## config.mk

```make
export PLATFORM = sky130hd
export DESIGN_NAME = adc_control_and_mode_regs
export DESIGN_NICKNAME = d
export VERILOG_FILES = /design/src/rtl/adc_ctrl_pkg.sv /design/src/rtl/chop_gen.sv /design/src/rtl/adc_control_and_mode_regs.sv
export SDC_FILE = /design/constraint.sdc
export NUM_CORES = 1
export LEC_CHECK = 0
export ABC_AREA = 0
export BUFFER_PORTS_ARGS = -buffer_cell sky130_fd_sc_hd__buf_2
export CAP_MARGIN = 10
export CELL_PAD_IN_SITES_DETAIL_PLACEMENT = 0
export CELL_PAD_IN_SITES_GLOBAL_PLACEMENT = 1
export CORE_MARGIN = 4
export CORE_UTILIZATION = 45
export CTS_CLUSTER_DIAMETER = 60
export DETAILED_ROUTE_END_ITERATION = 12
export PLACE_DENSITY_LB_ADDON = 0.1
export SETUP_SLACK_MARGIN = 0.15
export SLEW_MARGIN = 10
export SYNTH_ARGS = -nofsm -noshare
export SYNTH_HDL_FRONTEND = slang
export SYNTH_HIERARCHICAL = 1
export SYNTH_SLANG_ARGS = --single-unit
```

## constraint.sdc

```tcl
create_clock -name CLK -period 3.9 [get_ports CLK]
set_clock_uncertainty 0.1 [all_clocks]
set_input_delay 0.195 -clock CLK [delete_from_list [all_inputs] [get_ports CLK]]
set_output_delay 0.195 -clock CLK [all_outputs]
set_load 0.02 [all_outputs]
```

## src/rtl/adc_ctrl_pkg.sv

```systemverilog
package adc_ctrl_pkg;

    localparam int ADDR_W = 8;
    localparam int DATA_W = 8;
    localparam int RESULT_W = 16;

    // register addresses
    localparam logic [7:0] ADDR_RESULT_LOW = 8'h50;
    localparam logic [7:0] ADDR_RESULT_HIGH = 8'h51;
    localparam logic [7:0] ADDR_CONV_CTRL = 8'h52;
    localparam logic [7:0] ADDR_BIAS_STAGE = 8'h53;
    localparam logic [7:0] ADDR_RATE_AMP2 = 8'h54;
    localparam logic [7:0] ADDR_AMP1_AMP3_GAIN = 8'h55;
    localparam logic [7:0] ADDR_AMP3_OFFSET = 8'h56;
    localparam logic [7:0] ADDR_INPUT_ACTIVITY = 8'h57;
    localparam logic [7:0] ADDR_MODE = 8'h70;

    // conversion_control fields
    localparam int START_BIT = 7;
    localparam int NELC_MSB = 6;
    localparam int NELC_LSB = 5;
    localparam int OSR_MSB = 4;
    localparam int OSR_LSB = 2;
    localparam int CONTINUOUS_SEL_BIT = 1;
    // bias_and_stage_enable fields
    localparam int CBIAS_MSB = 7;
    localparam int CBIAS_LSB = 6;
    localparam int ABIAS_MSB = 5;
    localparam int ABIAS_LSB = 4;
    localparam int STAGE_MSB = 3;
    localparam int STAGE_LSB = 0;
    // rate_and_second_amp fields
    localparam int RATE_MSB = 7;
    localparam int RATE_LSB = 6;
    localparam int A2GAIN_MSB = 5;
    localparam int A2GAIN_LSB = 4;
    localparam int A2OFS_MSB = 3;
    localparam int A2OFS_LSB = 0;
    // first_third_amp_gain / third_amp_offset fields
    localparam int A1GAIN_BIT = 7;
    localparam int A3_MSB = 6;
    localparam int A3_LSB = 0;
    // input_and_activity fields
    localparam int BUSY_BIT = 7;
    localparam int DEF_BIT = 6;
    localparam int CHAN_MSB = 5;
    localparam int CHAN_LSB = 1;
    localparam int REFSEL_BIT = 0;
    // chip_operating_mode fields
    localparam int SETTLED_BIT = 7;
    localparam int RUNNING_BIT = 6;
    localparam int CHOP_MSB = 5;
    localparam int CHOP_LSB = 4;
    localparam int FRUN_BIT = 3;
    localparam int FSTOP_BIT = 2;
    localparam int REFOUT_BIT = 1;
    localparam int REFIN_BIT = 0;

    // reset values
    localparam logic [7:0] RESULT_RST = 8'h00;
    localparam logic [1:0] NELC_RST = 2'h1;
    localparam logic [2:0] OSR_RST = 3'h2;
    localparam logic CONTINUOUS_SEL_RST = 1'b0;
    localparam logic [1:0] CBIAS_RST = 2'h3;
    localparam logic [1:0] ABIAS_RST = 2'h3;
    localparam logic [3:0] STAGE_RST = 4'h0;
    localparam logic [1:0] RATE_RST = 2'h0;
    localparam logic [1:0] A2GAIN_RST = 2'h0;
    localparam logic [3:0] A2OFS_RST = 4'h0;
    localparam logic A1GAIN_RST = 1'b0;
    localparam logic [6:0] A3GAIN_RST = 7'h0C;
    localparam logic [6:0] A3OFS_RST = 7'h00;
    localparam logic DEF_RST = 1'b0;
    localparam logic [4:0] CHAN_RST = 5'h00;
    localparam logic REFSEL_RST = 1'b0;
    localparam logic SETTLED_RST = 1'b1;
    localparam logic FRUN_RST = 1'b0;
    localparam logic FSTOP_RST = 1'b1;
    localparam logic REFOUT_RST = 1'b0;
    localparam logic REFIN_RST = 1'b0;
    localparam logic [7:0] READ_NONE = 8'h00;

    typedef enum logic [1:0] {
        CHOP_HOLD_LOW = 2'b00,
        CHOP_HOLD_HIGH = 2'b01,
        CHOP_FULL_RATE = 2'b10,
        CHOP_HALF_RATE = 2'b11
    } chop_mode_t;

    localparam chop_mode_t CHOP_RST = CHOP_HOLD_LOW;

    typedef enum logic [0:0] {
        CONV_IDLE = 1'b0,
        CONV_RUN = 1'b1
    } conv_state_t;

endpackage

```

## src/rtl/chop_gen.sv

```systemverilog
`timescale 1ns/10ps
`default_nettype none

module chop_gen
    import adc_ctrl_pkg::*;
(
    input wire logic clk,
    input wire logic rst_n,
    input wire adc_ctrl_pkg::chop_mode_t mode,
    input wire logic conv_launch,
    input wire logic elem_done,
    output logic chop_state
);

    logic chop_reg;
    logic chop_next;
    logic phase_reg;
    logic phase_next;

    // toggling restarts from low at every launch
    always_comb begin
        chop_next = chop_reg;
        phase_next = phase_reg;
        case (mode)
            CHOP_HOLD_LOW: begin
                chop_next = 1'b0;
                phase_next = 1'b0;
            end
            CHOP_HOLD_HIGH: begin
                chop_next = 1'b1;
                phase_next = 1'b0;
            end
            CHOP_FULL_RATE: begin
                phase_next = 1'b0;
                if (conv_launch) begin
                    chop_next = 1'b0;
                end else if (elem_done) begin
                    chop_next = ~chop_reg;
                end
            end
            CHOP_HALF_RATE: begin
                if (conv_launch) begin
                    chop_next = 1'b0;
                    phase_next = 1'b0;
                end else if (elem_done) begin
                    phase_next = ~phase_reg;
                    chop_next = chop_reg ^ phase_reg;
                end
            end
            default: begin
                chop_next = 1'b0;
                phase_next = 1'b0;
            end
        endcase
    end

    always_ff @(posedge clk or negedge rst_n) begin
        if (!rst_n) begin
            chop_reg <= 1'b0;
            phase_reg <= 1'b0;
        end else begin
            chop_reg <= chop_next;
            phase_reg <= phase_next;
        end
    end

    assign chop_state = chop_reg;

endmodule

`default_nettype wire

```

## src/rtl/adc_control_and_mode_regs.sv

```systemverilog
`timescale 1ns/10ps
`default_nettype none

module adc_control_and_mode_regs (
    input wire logic CLK,
    input wire logic RST_N,
    input wire logic [adc_ctrl_pkg::ADDR_W-1:0] REG_ADDR,
    input wire logic [adc_ctrl_pkg::DATA_W-1:0] REG_WDATA,
    input wire logic REG_WR,
    input wire logic REG_RD,
    output logic [adc_ctrl_pkg::DATA_W-1:0] REG_RDATA,
    input wire logic [adc_ctrl_pkg::RESULT_W-1:0] RESULT_DATA,
    input wire logic RESULT_VALID,
    input wire logic ELEM_DONE,
    output logic CONV_START,
    output logic CONV_BUSY,
    output logic [1:0] ELEM_CONV_COUNT,
    output logic [2:0] OVERSAMPLE_SEL,
    output logic CONTINUOUS_SEL,
    output logic [1:0] CONVERTER_BIAS_SEL,
    output logic [1:0] AMPLIFIER_BIAS_SEL,
    output logic [3:0] STAGE_ENABLE,
    output logic [1:0] SAMPLE_RATE_SEL,
    output logic [1:0] SECOND_AMP_GAIN,
    output logic [3:0] SECOND_AMP_OFFSET,
    output logic FIRST_AMP_GAIN,
    output logic [6:0] THIRD_AMP_GAIN,
    output logic [6:0] THIRD_AMP_OFFSET,
    output logic DEFAULT_CONFIG_SEL,
    output logic [4:0] INPUT_CHANNEL_SEL,
    output logic REFERENCE_SOURCE_SEL,
    output logic AMP_RESET,
    output logic CHOP_STATE,
    input wire logic SUPPLY_LOW,
    input wire logic PUMP_SETTLED,
    output logic PUMP_ENABLE,
    input wire logic PAD_A_DIRECTION,
    input wire logic PAD_A_OUTPUT_VALUE,
    input wire logic PAD_B_DIRECTION,
    input wire logic PAD_B_OUTPUT_VALUE,
    output logic MULTI_PAD_A_OUT,
    output logic MULTI_PAD_A_OE_N,
    output logic MULTI_PAD_B_OUT,
    output logic MULTI_PAD_B_OE_N,
    output logic REFERENCE_OUT_PAD_A,
    output logic REFERENCE_IN_PAD_B
);
    import adc_ctrl_pkg::*;

    // stored fields
    logic [7:0] result_low_reg;
    logic [7:0] result_high_reg;
    logic [1:0] elem_conv_count_reg;
    logic [2:0] oversample_sel_reg;
    logic continuous_sel_reg;
    logic [1:0] converter_bias_sel_reg;
    logic [1:0] amplifier_bias_sel_reg;
    logic [3:0] stage_enable_reg;
    logic [1:0] sample_rate_sel_reg;
    logic [1:0] second_amp_gain_reg;
    logic [3:0] second_amp_offset_reg;
    logic first_amp_gain_reg;
    logic [6:0] third_amp_gain_reg;
    logic [6:0] third_amp_offset_reg;
    logic default_config_sel_reg;
    logic [4:0] input_channel_sel_reg;
    logic reference_source_sel_reg;
    chop_mode_t chop_mode_reg;
    logic pump_force_run_reg;
    logic pump_force_stop_reg;
    logic reference_out_pad_a_reg;
    logic reference_in_pad_b_reg;

    // status and control state
    conv_state_t conv_state_reg;
    conv_state_t conv_state_next;
    logic conv_start_reg;
    logic conv_start_next;
    logic amp_reset_reg;
    logic pump_running_reg;
    logic [7:0] rdata_reg;
    logic supply_low_meta_reg;
    logic supply_low_sync_reg;
    logic settled_meta_reg;
    logic settled_sync_reg;
    logic pad_a_out_reg;
    logic pad_a_oe_n_reg;
    logic pad_b_out_reg;
    logic pad_b_oe_n_reg;

    // write decode
    wire wr_conv_ctrl = REG_WR && (REG_ADDR == ADDR_CONV_CTRL);
    wire wr_bias_stage = REG_WR && (REG_ADDR == ADDR_BIAS_STAGE);
    wire wr_rate_amp2 = REG_WR && (REG_ADDR == ADDR_RATE_AMP2);
    wire wr_amp_gain = REG_WR && (REG_ADDR == ADDR_AMP1_AMP3_GAIN);
    wire wr_amp3_ofs = REG_WR && (REG_ADDR == ADDR_AMP3_OFFSET);
    wire wr_input = REG_WR && (REG_ADDR == ADDR_INPUT_ACTIVITY);
    wire wr_mode = REG_WR && (REG_ADDR == ADDR_MODE);
    wire amp_cfg_write = wr_bias_stage | wr_rate_amp2 | wr_amp_gain | wr_amp3_ofs | wr_input;
    wire start_req = wr_conv_ctrl && REG_WDATA[START_BIT];
    wire busy = (conv_state_reg == CONV_RUN);

    // pump control: force-on beats force-off, else follow supply-low
    wire pump_run_next = pump_force_run_reg |
                         (~pump_force_stop_reg & supply_low_sync_reg);

    // pad drive: general-purpose value only when output and not routed
    wire pad_a_drive = PAD_A_DIRECTION & ~reference_out_pad_a_reg;
    wire pad_b_drive = PAD_B_DIRECTION & ~reference_in_pad_b_reg;

    // read images
    wire [7:0] img_conv_ctrl = {busy, elem_conv_count_reg, oversample_sel_reg,
                                continuous_sel_reg, 1'b0};
    wire [7:0] img_bias_stage = {converter_bias_sel_reg, amplifier_bias_sel_reg,
                                 stage_enable_reg};
    wire [7:0] img_rate_amp2 = {sample_rate_sel_reg, second_amp_gain_reg,
                                second_amp_offset_reg};
    wire [7:0] img_amp_gain = {first_amp_gain_reg, third_amp_gain_reg};
    wire [7:0] img_amp3_ofs = {1'b0, third_amp_offset_reg};
    wire [7:0] img_input = {busy, default_config_sel_reg, input_channel_sel_reg,
                            reference_source_sel_reg};
    wire [7:0] img_mode = {settled_sync_reg, pump_running_reg, chop_mode_reg,
                           pump_force_run_reg, pump_force_stop_reg,
                           reference_out_pad_a_reg, reference_in_pad_b_reg};

    wire [7:0] rd_mux =
        (REG_ADDR == ADDR_RESULT_LOW) ? result_low_reg :
        (REG_ADDR == ADDR_RESULT_HIGH) ? result_high_reg :
        (REG_ADDR == ADDR_CONV_CTRL) ? img_conv_ctrl :
        (REG_ADDR == ADDR_BIAS_STAGE) ? img_bias_stage :
        (REG_ADDR == ADDR_RATE_AMP2) ? img_rate_amp2 :
        (REG_ADDR == ADDR_AMP1_AMP3_GAIN) ? img_amp_gain :
        (REG_ADDR == ADDR_AMP3_OFFSET) ? img_amp3_ofs :
        (REG_ADDR == ADDR_INPUT_ACTIVITY) ? img_input :
        (REG_ADDR == ADDR_MODE) ? img_mode : READ_NONE;

    // conversion sequencer; a new trigger beats the end of a single shot
    always_comb begin
        conv_state_next = conv_state_reg;
        conv_start_next = 1'b0;
        case (conv_state_reg)
            CONV_IDLE: begin
                if (start_req) begin
                    conv_state_next = CONV_RUN;
                    conv_start_next = 1'b1;
                end
            end
            CONV_RUN: begin
                if (start_req) begin
                    conv_start_next = 1'b1;
                end else if (RESULT_VALID) begin
                    if (continuous_sel_reg) begin
                        conv_start_next = 1'b1;
                    end else begin
                        conv_state_next = CONV_IDLE;
                    end
                end
            end
            default: begin
                conv_state_next = CONV_IDLE;
            end
        endcase
    end

    always_ff @(posedge CLK or negedge RST_N) begin
        if (!RST_N) begin
            conv_state_reg <= CONV_IDLE;
            conv_start_reg <= 1'b0;
        end else begin
            conv_state_reg <= conv_state_next;
            conv_start_reg <= conv_start_next;
        end
    end

    // result capture, both bytes in the same edge
    always_ff @(posedge CLK or negedge RST_N) begin
        if (!RST_N) begin
            result_low_reg <= RESULT_RST;
            result_high_reg <= RESULT_RST;
        end else if (RESULT_VALID && busy) begin
            result_low_reg <= RESULT_DATA[7:0];
            result_high_reg <= RESULT_DATA[15:8];
        end
    end

    always_ff @(posedge CLK or negedge RST_N) begin
        if (!RST_N) begin
            elem_conv_count_reg <= NELC_RST;
            oversample_sel_reg <= OSR_RST;
            continuous_sel_reg <= CONTINUOUS_SEL_RST;
        end else if (wr_conv_ctrl) begin
            elem_conv_count_reg <= REG_WDATA[NELC_MSB:NELC_LSB];
            oversample_sel_reg <= REG_WDATA[OSR_MSB:OSR_LSB];
            continuous_sel_reg <= REG_WDATA[CONTINUOUS_SEL_BIT];
        end
    end

    always_ff @(posedge CLK or negedge RST_N) begin
        if (!RST_N) begin
            converter_bias_sel_reg <= CBIAS_RST;
            amplifier_bias_sel_reg <= ABIAS_RST;
            stage_enable_reg <= STAGE_RST;
        end else if (wr_bias_stage) begin
            converter_bias_sel_reg <= REG_WDATA[CBIAS_MSB:CBIAS_LSB];
            amplifier_bias_sel_reg <= REG_WDATA[ABIAS_MSB:ABIAS_LSB];
            stage_enable_reg <= REG_WDATA[STAGE_MSB:STAGE_LSB];
        end
    end

    always_ff @(posedge CLK or negedge RST_N) begin
        if (!RST_N) begin
            sample_rate_sel_reg <= RATE_RST;
            second_amp_gain_reg <= A2GAIN_RST;
            second_amp_offset_reg <= A2OFS_RST;
        end else if (wr_rate_amp2) begin
            sample_rate_sel_reg <= REG_WDATA[RATE_MSB:RATE_LSB];
            second_amp_gain_reg <= REG_WDATA[A2GAIN_MSB:A2GAIN_LSB];
            second_amp_offset_reg <= REG_WDATA[A2OFS_MSB:A2OFS_LSB];
        end
    end

    always_ff @(posedge CLK or negedge RST_N) begin
        if (!RST_N) begin
            first_amp_gain_reg <= A1GAIN_RST;
            third_amp_gain_reg <= A3GAIN_RST;
        end else if (wr_amp_gain) begin
            first_amp_gain_reg <= REG_WDATA[A1GAIN_BIT];
            third_amp_gain_reg <= REG_WDATA[A3_MSB:A3_LSB];
        end
    end

    always_ff @(posedge CLK or negedge RST_N) begin
        if (!RST_N) begin
            third_amp_offset_reg <= A3OFS_RST;
        end else if (wr_amp3_ofs) begin
            third_amp_offset_reg <= REG_WDATA[A3_MSB:A3_LSB];
        end
    end

    always_ff @(posedge CLK or negedge RST_N) begin
        if (!RST_N) begin
            default_config_sel_reg <= DEF_RST;
            input_channel_sel_reg <= CHAN_RST;
            reference_source_sel_reg <= REFSEL_RST;
        end else if (wr_input) begin
            default_config_sel_reg <= REG_WDATA[DEF_BIT];
            input_channel_sel_reg <= REG_WDATA[CHAN_MSB:CHAN_LSB];
            reference_source_sel_reg <= REG_WDATA[REFSEL_BIT];
        end
    end

    always_ff @(posedge CLK or negedge RST_N) begin
        if (!RST_N) begin
            chop_mode_reg <= CHOP_RST;
            pump_force_run_reg <= FRUN_RST;
            pump_force_stop_reg <= FSTOP_RST;
            reference_out_pad_a_reg <= REFOUT_RST;
            reference_in_pad_b_reg <= REFIN_RST;
        end else if (wr_mode) begin
            chop_mode_reg <= chop_mode_t'(REG_WDATA[CHOP_MSB:CHOP_LSB]);
            pump_force_run_reg <= REG_WDATA[FRUN_BIT];
            pump_force_stop_reg <= REG_WDATA[FSTOP_BIT];
            reference_out_pad_a_reg <= REG_WDATA[REFOUT_BIT];
            reference_in_pad_b_reg <= REG_WDATA[REFIN_BIT];
        end
    end

    // pin inputs through two flops
    always_ff @(posedge CLK or negedge RST_N) begin
        if (!RST_N) begin
            supply_low_meta_reg <= 1'b0;
            supply_low_sync_reg <= 1'b0;
            settled_meta_reg <= SETTLED_RST;
            settled_sync_reg <= SETTLED_RST;
        end else begin
            supply_low_meta_reg <= SUPPLY_LOW;
            supply_low_sync_reg <= supply_low_meta_reg;
            settled_meta_reg <= PUMP_SETTLED;
            settled_sync_reg <= settled_meta_reg;
        end
    end

    always_ff @(posedge CLK or negedge RST_N) begin
        if (!RST_N) begin
            pump_running_reg <= 1'b0;
            amp_reset_reg <= 1'b0;
            rdata_reg <= READ_NONE;
        end else begin
            pump_running_reg <= pump_run_next;
            amp_reset_reg <= amp_cfg_write;
            if (REG_RD) begin
                rdata_reg <= rd_mux;
            end
        end
    end

    always_ff @(posedge CLK or negedge RST_N) begin
        if (!RST_N) begin
            pad_a_out_reg <= 1'b0;
            pad_a_oe_n_reg <= 1'b1;
            pad_b_out_reg <= 1'b0;
            pad_b_oe_n_reg <= 1'b1;
        end else begin
            pad_a_out_reg <= pad_a_drive & PAD_A_OUTPUT_VALUE;
            pad_a_oe_n_reg <= ~pad_a_drive;
            pad_b_out_reg <= pad_b_drive & PAD_B_OUTPUT_VALUE;
            pad_b_oe_n_reg <= ~pad_b_drive;
        end
    end

    chop_gen chop_gen_i (
        .clk(CLK),
        .rst_n(RST_N),
        .mode(chop_mode_reg),
        .conv_launch(conv_start_reg),
        .elem_done(ELEM_DONE),
        .chop_state(CHOP_STATE)
    );

    assign REG_RDATA = rdata_reg;
    assign CONV_START = conv_start_reg;
    assign CONV_BUSY = busy;
    assign ELEM_CONV_COUNT = elem_conv_count_reg;
    assign OVERSAMPLE_SEL = oversample_sel_reg;
    assign CONTINUOUS_SEL = continuous_sel_reg;
    assign CONVERTER_BIAS_SEL = converter_bias_sel_reg;
    assign AMPLIFIER_BIAS_SEL = amplifier_bias_sel_reg;
    assign STAGE_ENABLE = stage_enable_reg;
    assign SAMPLE_RATE_SEL = sample_rate_sel_reg;
    assign SECOND_AMP_GAIN = second_amp_gain_reg;
    assign SECOND_AMP_OFFSET = second_amp_offset_reg;
    assign FIRST_AMP_GAIN = first_amp_gain_reg;
    assign THIRD_AMP_GAIN = third_amp_gain_reg;
    assign THIRD_AMP_OFFSET = third_amp_offset_reg;
    assign DEFAULT_CONFIG_SEL = default_config_sel_reg;
    assign INPUT_CHANNEL_SEL = input_channel_sel_reg;
    assign REFERENCE_SOURCE_SEL = reference_source_sel_reg;
    assign AMP_RESET = amp_reset_reg;
    assign PUMP_ENABLE = pump_running_reg;
    assign MULTI_PAD_A_OUT = pad_a_out_reg;
    assign MULTI_PAD_A_OE_N = pad_a_oe_n_reg;
    assign MULTI_PAD_B_OUT = pad_b_out_reg;
    assign MULTI_PAD_B_OE_N = pad_b_oe_n_reg;
    assign REFERENCE_OUT_PAD_A = reference_out_pad_a_reg;
    assign REFERENCE_IN_PAD_B = reference_in_pad_b_reg;

endmodule

`default_nettype wire

```

==> impl_metrics.csv, run 1 <==
group,metric,value,unit
cells_and_area,nets,514,
timing,rsz0062_at_grt,"no",
clock_network,post_cts_buffers,0,
clock_network,cts-resized-gates,0,
placed_design,gp_congestion,0.857,
clock_network,holdBufCountCts,24,
synth,synth_edf_count,0,
clock_network,cts.sinks,88,
worst_setup_path,arrival,2300,ps
routing,wl_per_cell,19.3,um
power,ir_drop,0.166,mV
routing,vias_per_cell,5.58,
die,die_x,104,um
synth,synth.area.top_cells,"dfrtp_1 (45%), mux2_2 (16%), dfstp_2 (8.3%), mux2_1 (3.0%), o21ai_0 (2.4%)",
synth,async_reset_ff_share,100,%
synth,syn_area_per_cell,11.9,um2
synth,yosysTopAreaCell,"dfrtp_1",
cells_and_area,diodes,0,
timing,hold_violations,0,
synth,yosys.area_share.adder,0,%
worst_setup_path,start_kind,"input pin",
synth,syn_nets,390,
power,powerDensity,360,nW/um2
placed_design,portBuffers,106,
synth,synth-seq-area-share,53.7,%
cells_and_area,fill_cells,781,
synth,yosys_warnings,6,
timing,fin_tns_setup,0,ps
routing,ant_nets,0,
synth,synthSimpleGateAreaFrac,11.9,%
routing,first_pass_iters,4,
synth,yosysTopAreaCellShare,45.5,%
clock_network,clockRootBuffer,"clkbuf_8",
run_status,status,"finished clean",
clock_network,clockBufferDepth,2,
worst_setup_path,worstPathMaxFanout,28,
job,drv_cap,0,
die,pin_count,107,
cells_and_area,final_common_cell,"buf_2",
global_route,grt_usage,21.7,%
synth,syn_area,4130,um2
die,die_h,104,um
clock_network,cts_tree,"yes",
global_route,grt-ovfl-total,0,
worst_setup_path,worstSetupPathType,"input pin to register",
synth,synth-seq-cells,88,
timing,fmax,465,MHz
worst_setup_path,cp_slowest_cell,"nor2b_1",
synth,synthXorXnorAreaFrac,0.212,%
synth,synth_compound_area_share,11.5,%
synth,syn_inst,346,
worst_setup_path,path_buf_inv,1,
synth,synthFlopType,"dfrtp_1",
worst_setup_path,critical_path.max_stage_delay,660,ps
cells_and_area,final_layout_size_suffix_gt1_share,42.3,%
timing,slew_headroom,48.6,%
timing,report.final.slew_viol_count,0,
synth,muxShareOfSynthArea,19.0,%
worst_setup_path,reg2reg_depth,2,
timing,whs,8.06,ps
cells_and_area,layout_common_cells,"buf_2 (105), dfrtp_1 (75), mux2_2 (57)",
routing,drc,0,
clock_network,clk_pin_slew_worst_paths,90,ps
timing,setup_violations,0,
worst_setup_path,cp.depth,5,
global_route,grt_max_degree,46,
synth,synth_top_family_by_area,"multiplexers",
timing,timing.final.crit_share,55.1,%
worst_setup_path,cp_data_required_time,4050,ps
routing,drtIter0Drc,174,
worst_setup_path,path_cells,"buf_2 > nor2b_4 > and3_1 > nor2b_1 > mux2_1",
die,start_util,46.9,%
die,core-area,8810,um2
min_path,min_path_cells,2,
worst_setup_path,cp-end-kind,"register",
global_route,grt_pass1_wl,18600,um
timing,tightest_slew,770,ps
placed_design,dp_hpwl,8050,um
global_route,grt_pass1_vias,3438,
cells_and_area,area_growth,24.6,%
power,p_leak,2.59,nW
synth,synth_cell_types,54,
clock_network,htree_levels,3,
worst_setup_path,critPathTopFamily,"simple AND/OR/NAND/NOR gates",
routing,vias,3254,
min_path,hp-class,"input pin to register",
global_route,antenna_found_initial,0,
clock_network,cts_buffers,9,
routing,drt-total-wl,11200,um
die,rows,34,
timing,min_period,2150,ps
die,dieArea,10800,um2
clock_network,clk_latency,370,ps
[kinds of logic after synthesis]
kind of cell | after synthesis
xor gates and xnor gates | 1
muxes | 70
and+or+nand+nor | 80
AOI/OAI and AO/OA | 74
DFF | 88
buffers and inverters | 33
[final timing paths]
kind	startpoint	endpoint	slack, ps
worst max register to register	CONV_BUSY	result_low_reg[3]	2220
worst min register to register	supply_low_meta_reg	supply_low_sync_reg	260
worst min-delay path	RESULT_VALID	CONV_START	8
min in group asynchronous	RST_N	MULTI_PAD_A_OUT	260
worst max-delay path	REG_ADDR[2]	REFERENCE_SOURCE_SEL	1750
max in group asynchronous	RST_N	OVERSAMPLE_SEL[1]	2450
[report_power, final]
group / internal [W] / switching (W)
clock network: 0.000297 / 0.000327
logic: 0.000101 / 0.000142
registers: 0.000955 / 0.0000303
total: 0.00135 / 0.000499
[cell usage after synthesis (all sizes together) (2+ instances only)]
cell / n
buf: 13
nor3b: 4
o22ai: 2
a31oi: 7
nand2b: 5
a32oi: 2
and4b: 4
dfstp: 13
a211oi: 3
nand2: 16
a2bb2oi: 4
dfrtp: 75
nor2: 23
o21ai: 22
mux2i: 2
mux2: 68
clkbuf: 5
nand3: 5
nor2b: 7
nor4b: 2
o32ai: 5
nor3: 5
inv: 15
a21oi: 18
[metal layers]
| metal | up-vias | track usage, % | wire [um] |
|---|---|---|---|
| li1 | 1509 | - | - |
| met1 | 1627 | 28.9 | 5020 |
| met2 | 106 | 35.1 | 5220 |
| met3 | 12 | 5.60 | 866 |
| met4 | 0 | 6.36 | 133 |
| met5 | - | 0 | 0 |
[final cells by class]
class	count	area [um2]	share of cell area, %
sequential	88	2220	43.1
multi-input combinational	225	1760	34.3
clock buffer	11	131	2.55
tap	108	135	2.63
inverter	15	56.3	1.09
timing repair buffer	131	781	15.2
clock inverter	5	58.8	1.14
[worst register-to-register path, stage by stage, from the launching register on]
cell     delay [ps]
dfrtp_1         470
nand2_1         570
mux2_2          420
[metrics by stage]
stage                     power, W  setup slack, ps  area [um2]  util [%]  instances
after floorplan            0.00112             2250        4130         -        346
after global placement     0.00123             1550        4710      53.5        543
after detailed placement   0.00123             1450        4710      53.5        543
after CTS                  0.00187             1790        5140      58.4        583
after global routing       0.00193             1630        5140      58.4        583
final                      0.00185             1750        5140      58.4        583
Power figures use the tool's default switching activity.
==> inputs of run 2 (changes only) <==
--- a/config.mk
+++ b/config.mk
@@ -11,7 +11,7 @@
 export CELL_PAD_IN_SITES_DETAIL_PLACEMENT = 0
 export CELL_PAD_IN_SITES_GLOBAL_PLACEMENT = 1
 export CORE_MARGIN = 4
-export CORE_UTILIZATION = 45
+export CORE_UTILIZATION = 37
 export CTS_CLUSTER_DIAMETER = 60
 export DETAILED_ROUTE_END_ITERATION = 12
 export PLACE_DENSITY_LB_ADDON = 0.1
==> constraint.sdc (replaced) <==
create_clock -name CLK -period 1.8 [get_ports CLK]
set_clock_uncertainty 0.1 [all_clocks]
set_input_delay 0.09 -clock CLK [delete_from_list [all_inputs] [get_ports CLK]]
set_output_delay 0.09 -clock CLK [all_outputs]
set_load 0.02 [all_outputs]
==> impl_metrics.csv, run 2 (same netlist as run 1, synthesis figures left out) <==
group,metric,value,unit
worst_setup_path,arrival,1690,ps
timing,fmax,651,MHz
clock_network,clk_latency,360,ps
clock_network,htree_levels,3,
global_route,grt_max_degree,89,
routing,first_pass_iters,4,
power,powerDensity,771,nW/um2
routing,drc,0,
worst_setup_path,r2r_setup_slack,260,ps
worst_setup_path,reg2reg_to,"REG_RDATA[4]",
worst_setup_path,critical_path.max_stage_delay,560,ps
global_route,grt_pass1_wl,20000,um
clock_network,clockBufferDepth,2,
routing,drt-total-wl,12500,um
power,ir_drop,0.414,mV
worst_setup_path,cp_slowest_cell,"dfstp_2",
timing,slew_headroom,68.0,%
cells_and_area,diodes,0,
worst_setup_path,r2r_start,"AMPLIFIER_BIAS_SEL[0]",
clock_network,clk_pin_slew_worst_paths,90,ps
min_path,hp-class,"input pin to register",
worst_setup_path,reg2reg_depth,5,
die,pin_count,107,
placed_design,gp_congestion,0.796,
placed_design,portBuffers,106,
cells_and_area,final_core_util,50.8,%
clock_network,cts.sinks,88,
die,die_x,114,um
global_route,grt_usage,20.2,%
worst_setup_path,path_cells,"nor2b_1 > o21ai_0 > and3b_1 > a221oi_1 > o41ai_1",
routing,wl_per_cell,19.1,um
routing,ant_nets,0,
timing,timing.final.crit_share,85.3,%
clock_network,post_cts_buffers,0,
clock_network,cts_tree,"yes",
worst_setup_path,worstSetupPathType,"register to register",
die,rows,38,
timing,setup_violations,0,
clock_network,clockRootBuffer,"clkbuf_8",
worst_setup_path,start_kind,"register",
die,dieArea,12900,um2
global_route,grt_pass1_vias,3462,
routing,vias_per_cell,5.17,
timing,finalWorstSetupSlack,265,ps
cells_and_area,area_growth,33.9,%
worst_setup_path,cp-startpoint,"AMPLIFIER_BIAS_SEL[0]",
timing,hold_violations,0,
timing,rsz0062_at_grt,"no",
job,drv_cap,0,
worst_setup_path,cp-endpoint,"REG_RDATA[4]",
worst_setup_path,cp_data_required_time,1950,ps
cells_and_area,layout_common_cells,"buf_2 (105), dfrtp_1 (75), mux2_2 (57)",
cells_and_area,final_common_cell,"buf_2",
cells_and_area,final_layout_size_suffix_gt1_share,44.7,%
clock_network,cts_buffers,9,
global_route,antenna_found_initial,0,
timing,min_period,1540,ps
power,fin_total_pwr,0.00426,W
cells_and_area,nets,551,
worst_setup_path,cp-end-kind,"register",
timing,tightest_slew,480,ps
worst_setup_path,worstPathMaxFanout,3,
placed_design,post-place-ws,-36.5,ps
placed_design,dp_hpwl,9210,um
run_status,status,"finished clean",
die,core-area,10900,um2
timing,report.final.slew_viol_count,0,
timing,whs,193,ps
die,start_util,37.9,%
global_route,grt-ovfl-total,0,
die,die_h,114,um
routing,vias,3370,
routing,drtIter0Drc,176,
power,p_leak,2.79,nW
[run 2: cell count changes in the layout (fill, tap and decap cells not counted)]
cell,change
o21ai_0,-1
o21ai_1,+1
dlygate4sd3_1,+10
buf_12,+1
bufinv_16,+1
buf_4,+26
inv_6,+2
clkbuf_1,-1
clkinvlp_4,-2
[run 2: where the power goes]
| part | switching, W | internal (W) |
|---|---|---|
| Clock | 0.000739 | 0.000793 |
| Combinational | 0.000331 | 0.000261 |
| Sequential | 0.0000674 | 0.00207 |
| Total | 0.00114 | 0.00312 |
[run 2: cell type report]
type,instances,area (um2)
fill,1047,5360
sequential,88,2220
multi-input combinational,225,1760
timing repair buffer,168,1100
tap,140,175
clock buffer,10,128
clock inverter,6,91.3
inverter,15,56.3
[run 2: how the worst min path moves through the flow]
stage	slack (ps)	start	to	cells past startpoint
6_report	190	REG_WR	chop_mode_reg[1]	3
3_5_place_dp	70	RST_N	MULTI_PAD_A_OUT	2
5_1_grt	190	REG_WR	chop_mode_reg[1]	3
3_3_place_gp	70	RST_N	REFERENCE_OUT_PAD_A	2
2_1_floorplan	-310	RST_N	AMP_RESET	0
4_1_cts	180	REG_WR	chop_mode_reg[1]	3
[run 2: critical path: cells and delay by family (launching register included)]
kind / cells / cell delay [ps]
flip-flops: 1 / 560
AO/OA/AOI/OAI: 3 / 530
AND/OR/NAND/NOR: 2 / 240
[run 2: metrics by stage]
| stage | instances | cell area [um2] | setup TNS, ps |
|---|---|---|---|
| 2_1_floorplan | 346 | 4130 | 0 |
| 3_3_place_gp | 602 | 4970 | -38.2 |
| 3_5_place_dp | 602 | 4970 | -36.5 |
| 4_1_cts | 652 | 5530 | 0 |
| 5_1_grt | 652 | 5530 | 0 |
| 6_report | 652 | 5530 | 0 |
[run 2: layer usage]
| layer | global-route usage [%] | wire (um) | share of wire, % |
|---|---|---|---|
| met3 | 3.66 | 683 | 5.5 |
| met2 | 32.0 | 5900 | 47 |
| met5 | 0 | 0 | 0 |
| met4 | 5.21 | 143 | 1.1 |
| met1 | 28.8 | 5740 | 46 |
[run 2: timing repair]
action | 4_1_cts | 5_1_grt
endpoints found under the setup margin | 0 | 2
hold buffers | 34 | 0
resized for setup | 0 | 1
hold endpoints to repair | 140 | 0
==> inputs of run 3 (changes only) <==
--- a/config.mk
+++ b/config.mk
@@ -15,6 +15,7 @@
 export CTS_CLUSTER_DIAMETER = 60
 export DETAILED_ROUTE_END_ITERATION = 12
 export PLACE_DENSITY_LB_ADDON = 0.1
+export REMOVE_ABC_BUFFERS = 1
 export SETUP_SLACK_MARGIN = 0.15
 export SLEW_MARGIN = 10
 export SYNTH_ARGS = -nofsm -noshare
==> impl_metrics.csv, run 3 (same netlist as run 1, synthesis figures left out) <==
group,metric,value,unit
cells_and_area,fill_cells,1057,
die,die_h,114,um
clock_network,cts_tree,"yes",
worst_setup_path,reg2reg_to,"REG_RDATA[6]",
timing,finalWorstSetupSlack,293,ps
die,start_util,37.9,%
power,ir_drop,0.441,mV
routing,first_pass_iters,4,
cells_and_area,nets,552,
global_route,grt_pass1_vias,3362,
clock_network,clk_pin_slew_worst_paths,80,ps
clock_network,htree_levels,3,
placed_design,dp_hpwl,9330,um
timing,hold_violations,0,
worst_setup_path,critical_path.max_stage_delay,400,ps
worst_setup_path,worstPathMaxFanout,12,
timing,timing.final.crit_share,83.7,%
worst_setup_path,arrival,1670,ps
cells_and_area,regArea,2220,um2
clock_network,cts.sinks,88,
global_route,grt_pass1_wl,19600,um
worst_setup_path,r2r_setup_slack,320,ps
routing,wl_per_cell,19.3,um
die,die_x,114,um
worst_setup_path,r2r_start,"CONVERTER_BIAS_SEL[0]",
timing,min_period,1510,ps
job,drv_cap,0,
cells_and_area,area_growth,33.3,%
worst_setup_path,critPathTopFamily,"compound AO/OA/AOI/OAI gates",
routing,met3_length,622,um
routing,vias_per_cell,5.16,
timing,whs,64.6,ps
timing,slew_headroom,65.9,%
routing,drt-total-wl,12600,um
cells_and_area,fin_area,5510,um2
cells_and_area,multi_input_area,1770,um2
placed_design,gp_congestion,0.857,
min_path,hp-class,"input pin to register",
worst_setup_path,cp_slowest_cell,"nor2_1",
timing,rsz0062_at_grt,"no",
placed_design,post-place-ws,-106,ps
placed_design,place_area,5000,um2
cells_and_area,final_common_cell,"buf_2",
worst_setup_path,cp_data_required_time,1960,ps
worst_setup_path,cp-end-kind,"register",
power,p_leak,2.78,nW
run_status,status,"finished clean",
die,pin_count,107,
min_path,whs_endpoint,"REG_RDATA[0]",
power,fin_total_pwr,0.00402,W
timing,setup_violations,0,
worst_setup_path,worstSetupPathType,"input pin to register",
global_route,grt-ovfl-total,0,
routing,ant_nets,0,
worst_setup_path,reg2reg_depth,5,
global_route,antenna_found_initial,0,
die,dieArea,12900,um2
placed_design,portBuffers,106,
routing,vias,3362,
min_path,worstHoldStart,"REG_RD",
die,core-area,10900,um2
clock_network,clk_latency,360,ps
routing,drc,0,
global_route,grt_usage,20.1,%
worst_setup_path,path_cells,"buf_2 > buf_4 > nor2_1 > o21ai_0 > a31oi_1 > a21oi_1 > o32ai_1",
worst_setup_path,path_buf_inv,2,
clock_network,clockBufferDepth,2,
die,rows,38,
routing,wl_met1,5720,um
timing,fmax,664,MHz
timing,tightest_slew,508,ps
timing,fin_tns_setup,0,ps
routing,wl_met2,6040,um
min_path,min_path_cells,3,
cells_and_area,diodes,0,
global_route,grt_max_degree,42,
clock_network,cts_buffers,9,
routing,routed.top_layer,"met4",
worst_setup_path,start_kind,"input pin",
cells_and_area,layout_common_cells,"buf_2 (105), dfrtp_1 (75), mux2_2 (57)",
routing,drtIter0Drc,171,
clock_network,clockRootBuffer,"clkbuf_8",
timing,report.final.slew_viol_count,0,
cells_and_area,final_layout_size_suffix_gt1_share,44.1,%
power,powerDensity,730,nW/um2
-- run 3: per-layer routing --
layer | vias to the layer above | global-route usage (%)
li1 | 1585 | -
met1 | 1680 | 28.0
met2 | 82 | 32.4
met3 | 15 | 3.71
met4 | 0 | 5.45
met5 | - | 0
-- run 3: worst max path at each step --
stage | endpoint | start | depth (start not counted)
3_5_place_dp | REG_RDATA[1] | REG_ADDR[2] | 7
2_1_floorplan | DEFAULT_CONFIG_SEL | REG_ADDR[7] | 4
5_1_grt | REG_RDATA[6] | CONVERTER_BIAS_SEL[0] | 5
6_report | REG_RDATA[1] | REG_ADDR[2] | 7
4_1_cts | REG_RDATA[1] | REG_ADDR[2] | 7
3_3_place_gp | REG_RDATA[1] | REG_ADDR[0] | 5
-- run 3: power by group --
group | internal, W | switching [W]
Sequential | 0.00207 | 0.0000652
Clock | 0.000639 | 0.000655
Combinational | 0.000262 | 0.000330
-- run 3: area by class of cell --
cell class | count | share of cell area, %
tap | 140 | 3.18
inverter | 15 | 1.02
clock inverter | 1 | 0.545
timing repair buffer | 169 | 20.2
multi-input combinational | 225 | 32.1
sequential | 88 | 40.3
clock buffer | 14 | 2.59
-- run 3: worst min-delay path, delay by kind of cell --
kind / cells / cell delay (ps)
AO/OA/AOI/OAI: 2 / 250
buffers and inverters: 1 / 140
-- run 3: what timing repair did --
item | CTS | global route
gates resized for setup | 0 | 2
buffers inserted | 0 | 0
setup endpoints to repair | 0 | 5
hold endpoints to repair | 151 | 0
hold buffers | 33 | 0
-- run 3: metrics by stage --
| step | util, % | instances |
|---|---|---|
| finish | 50.6 | 652 |
| global route | 50.6 | 652 |
| CTS | 50.5 | 652 |
| detailed placement | 45.9 | 604 |
| global placement | 45.9 | 604 |
| floorplan | - | 328 |
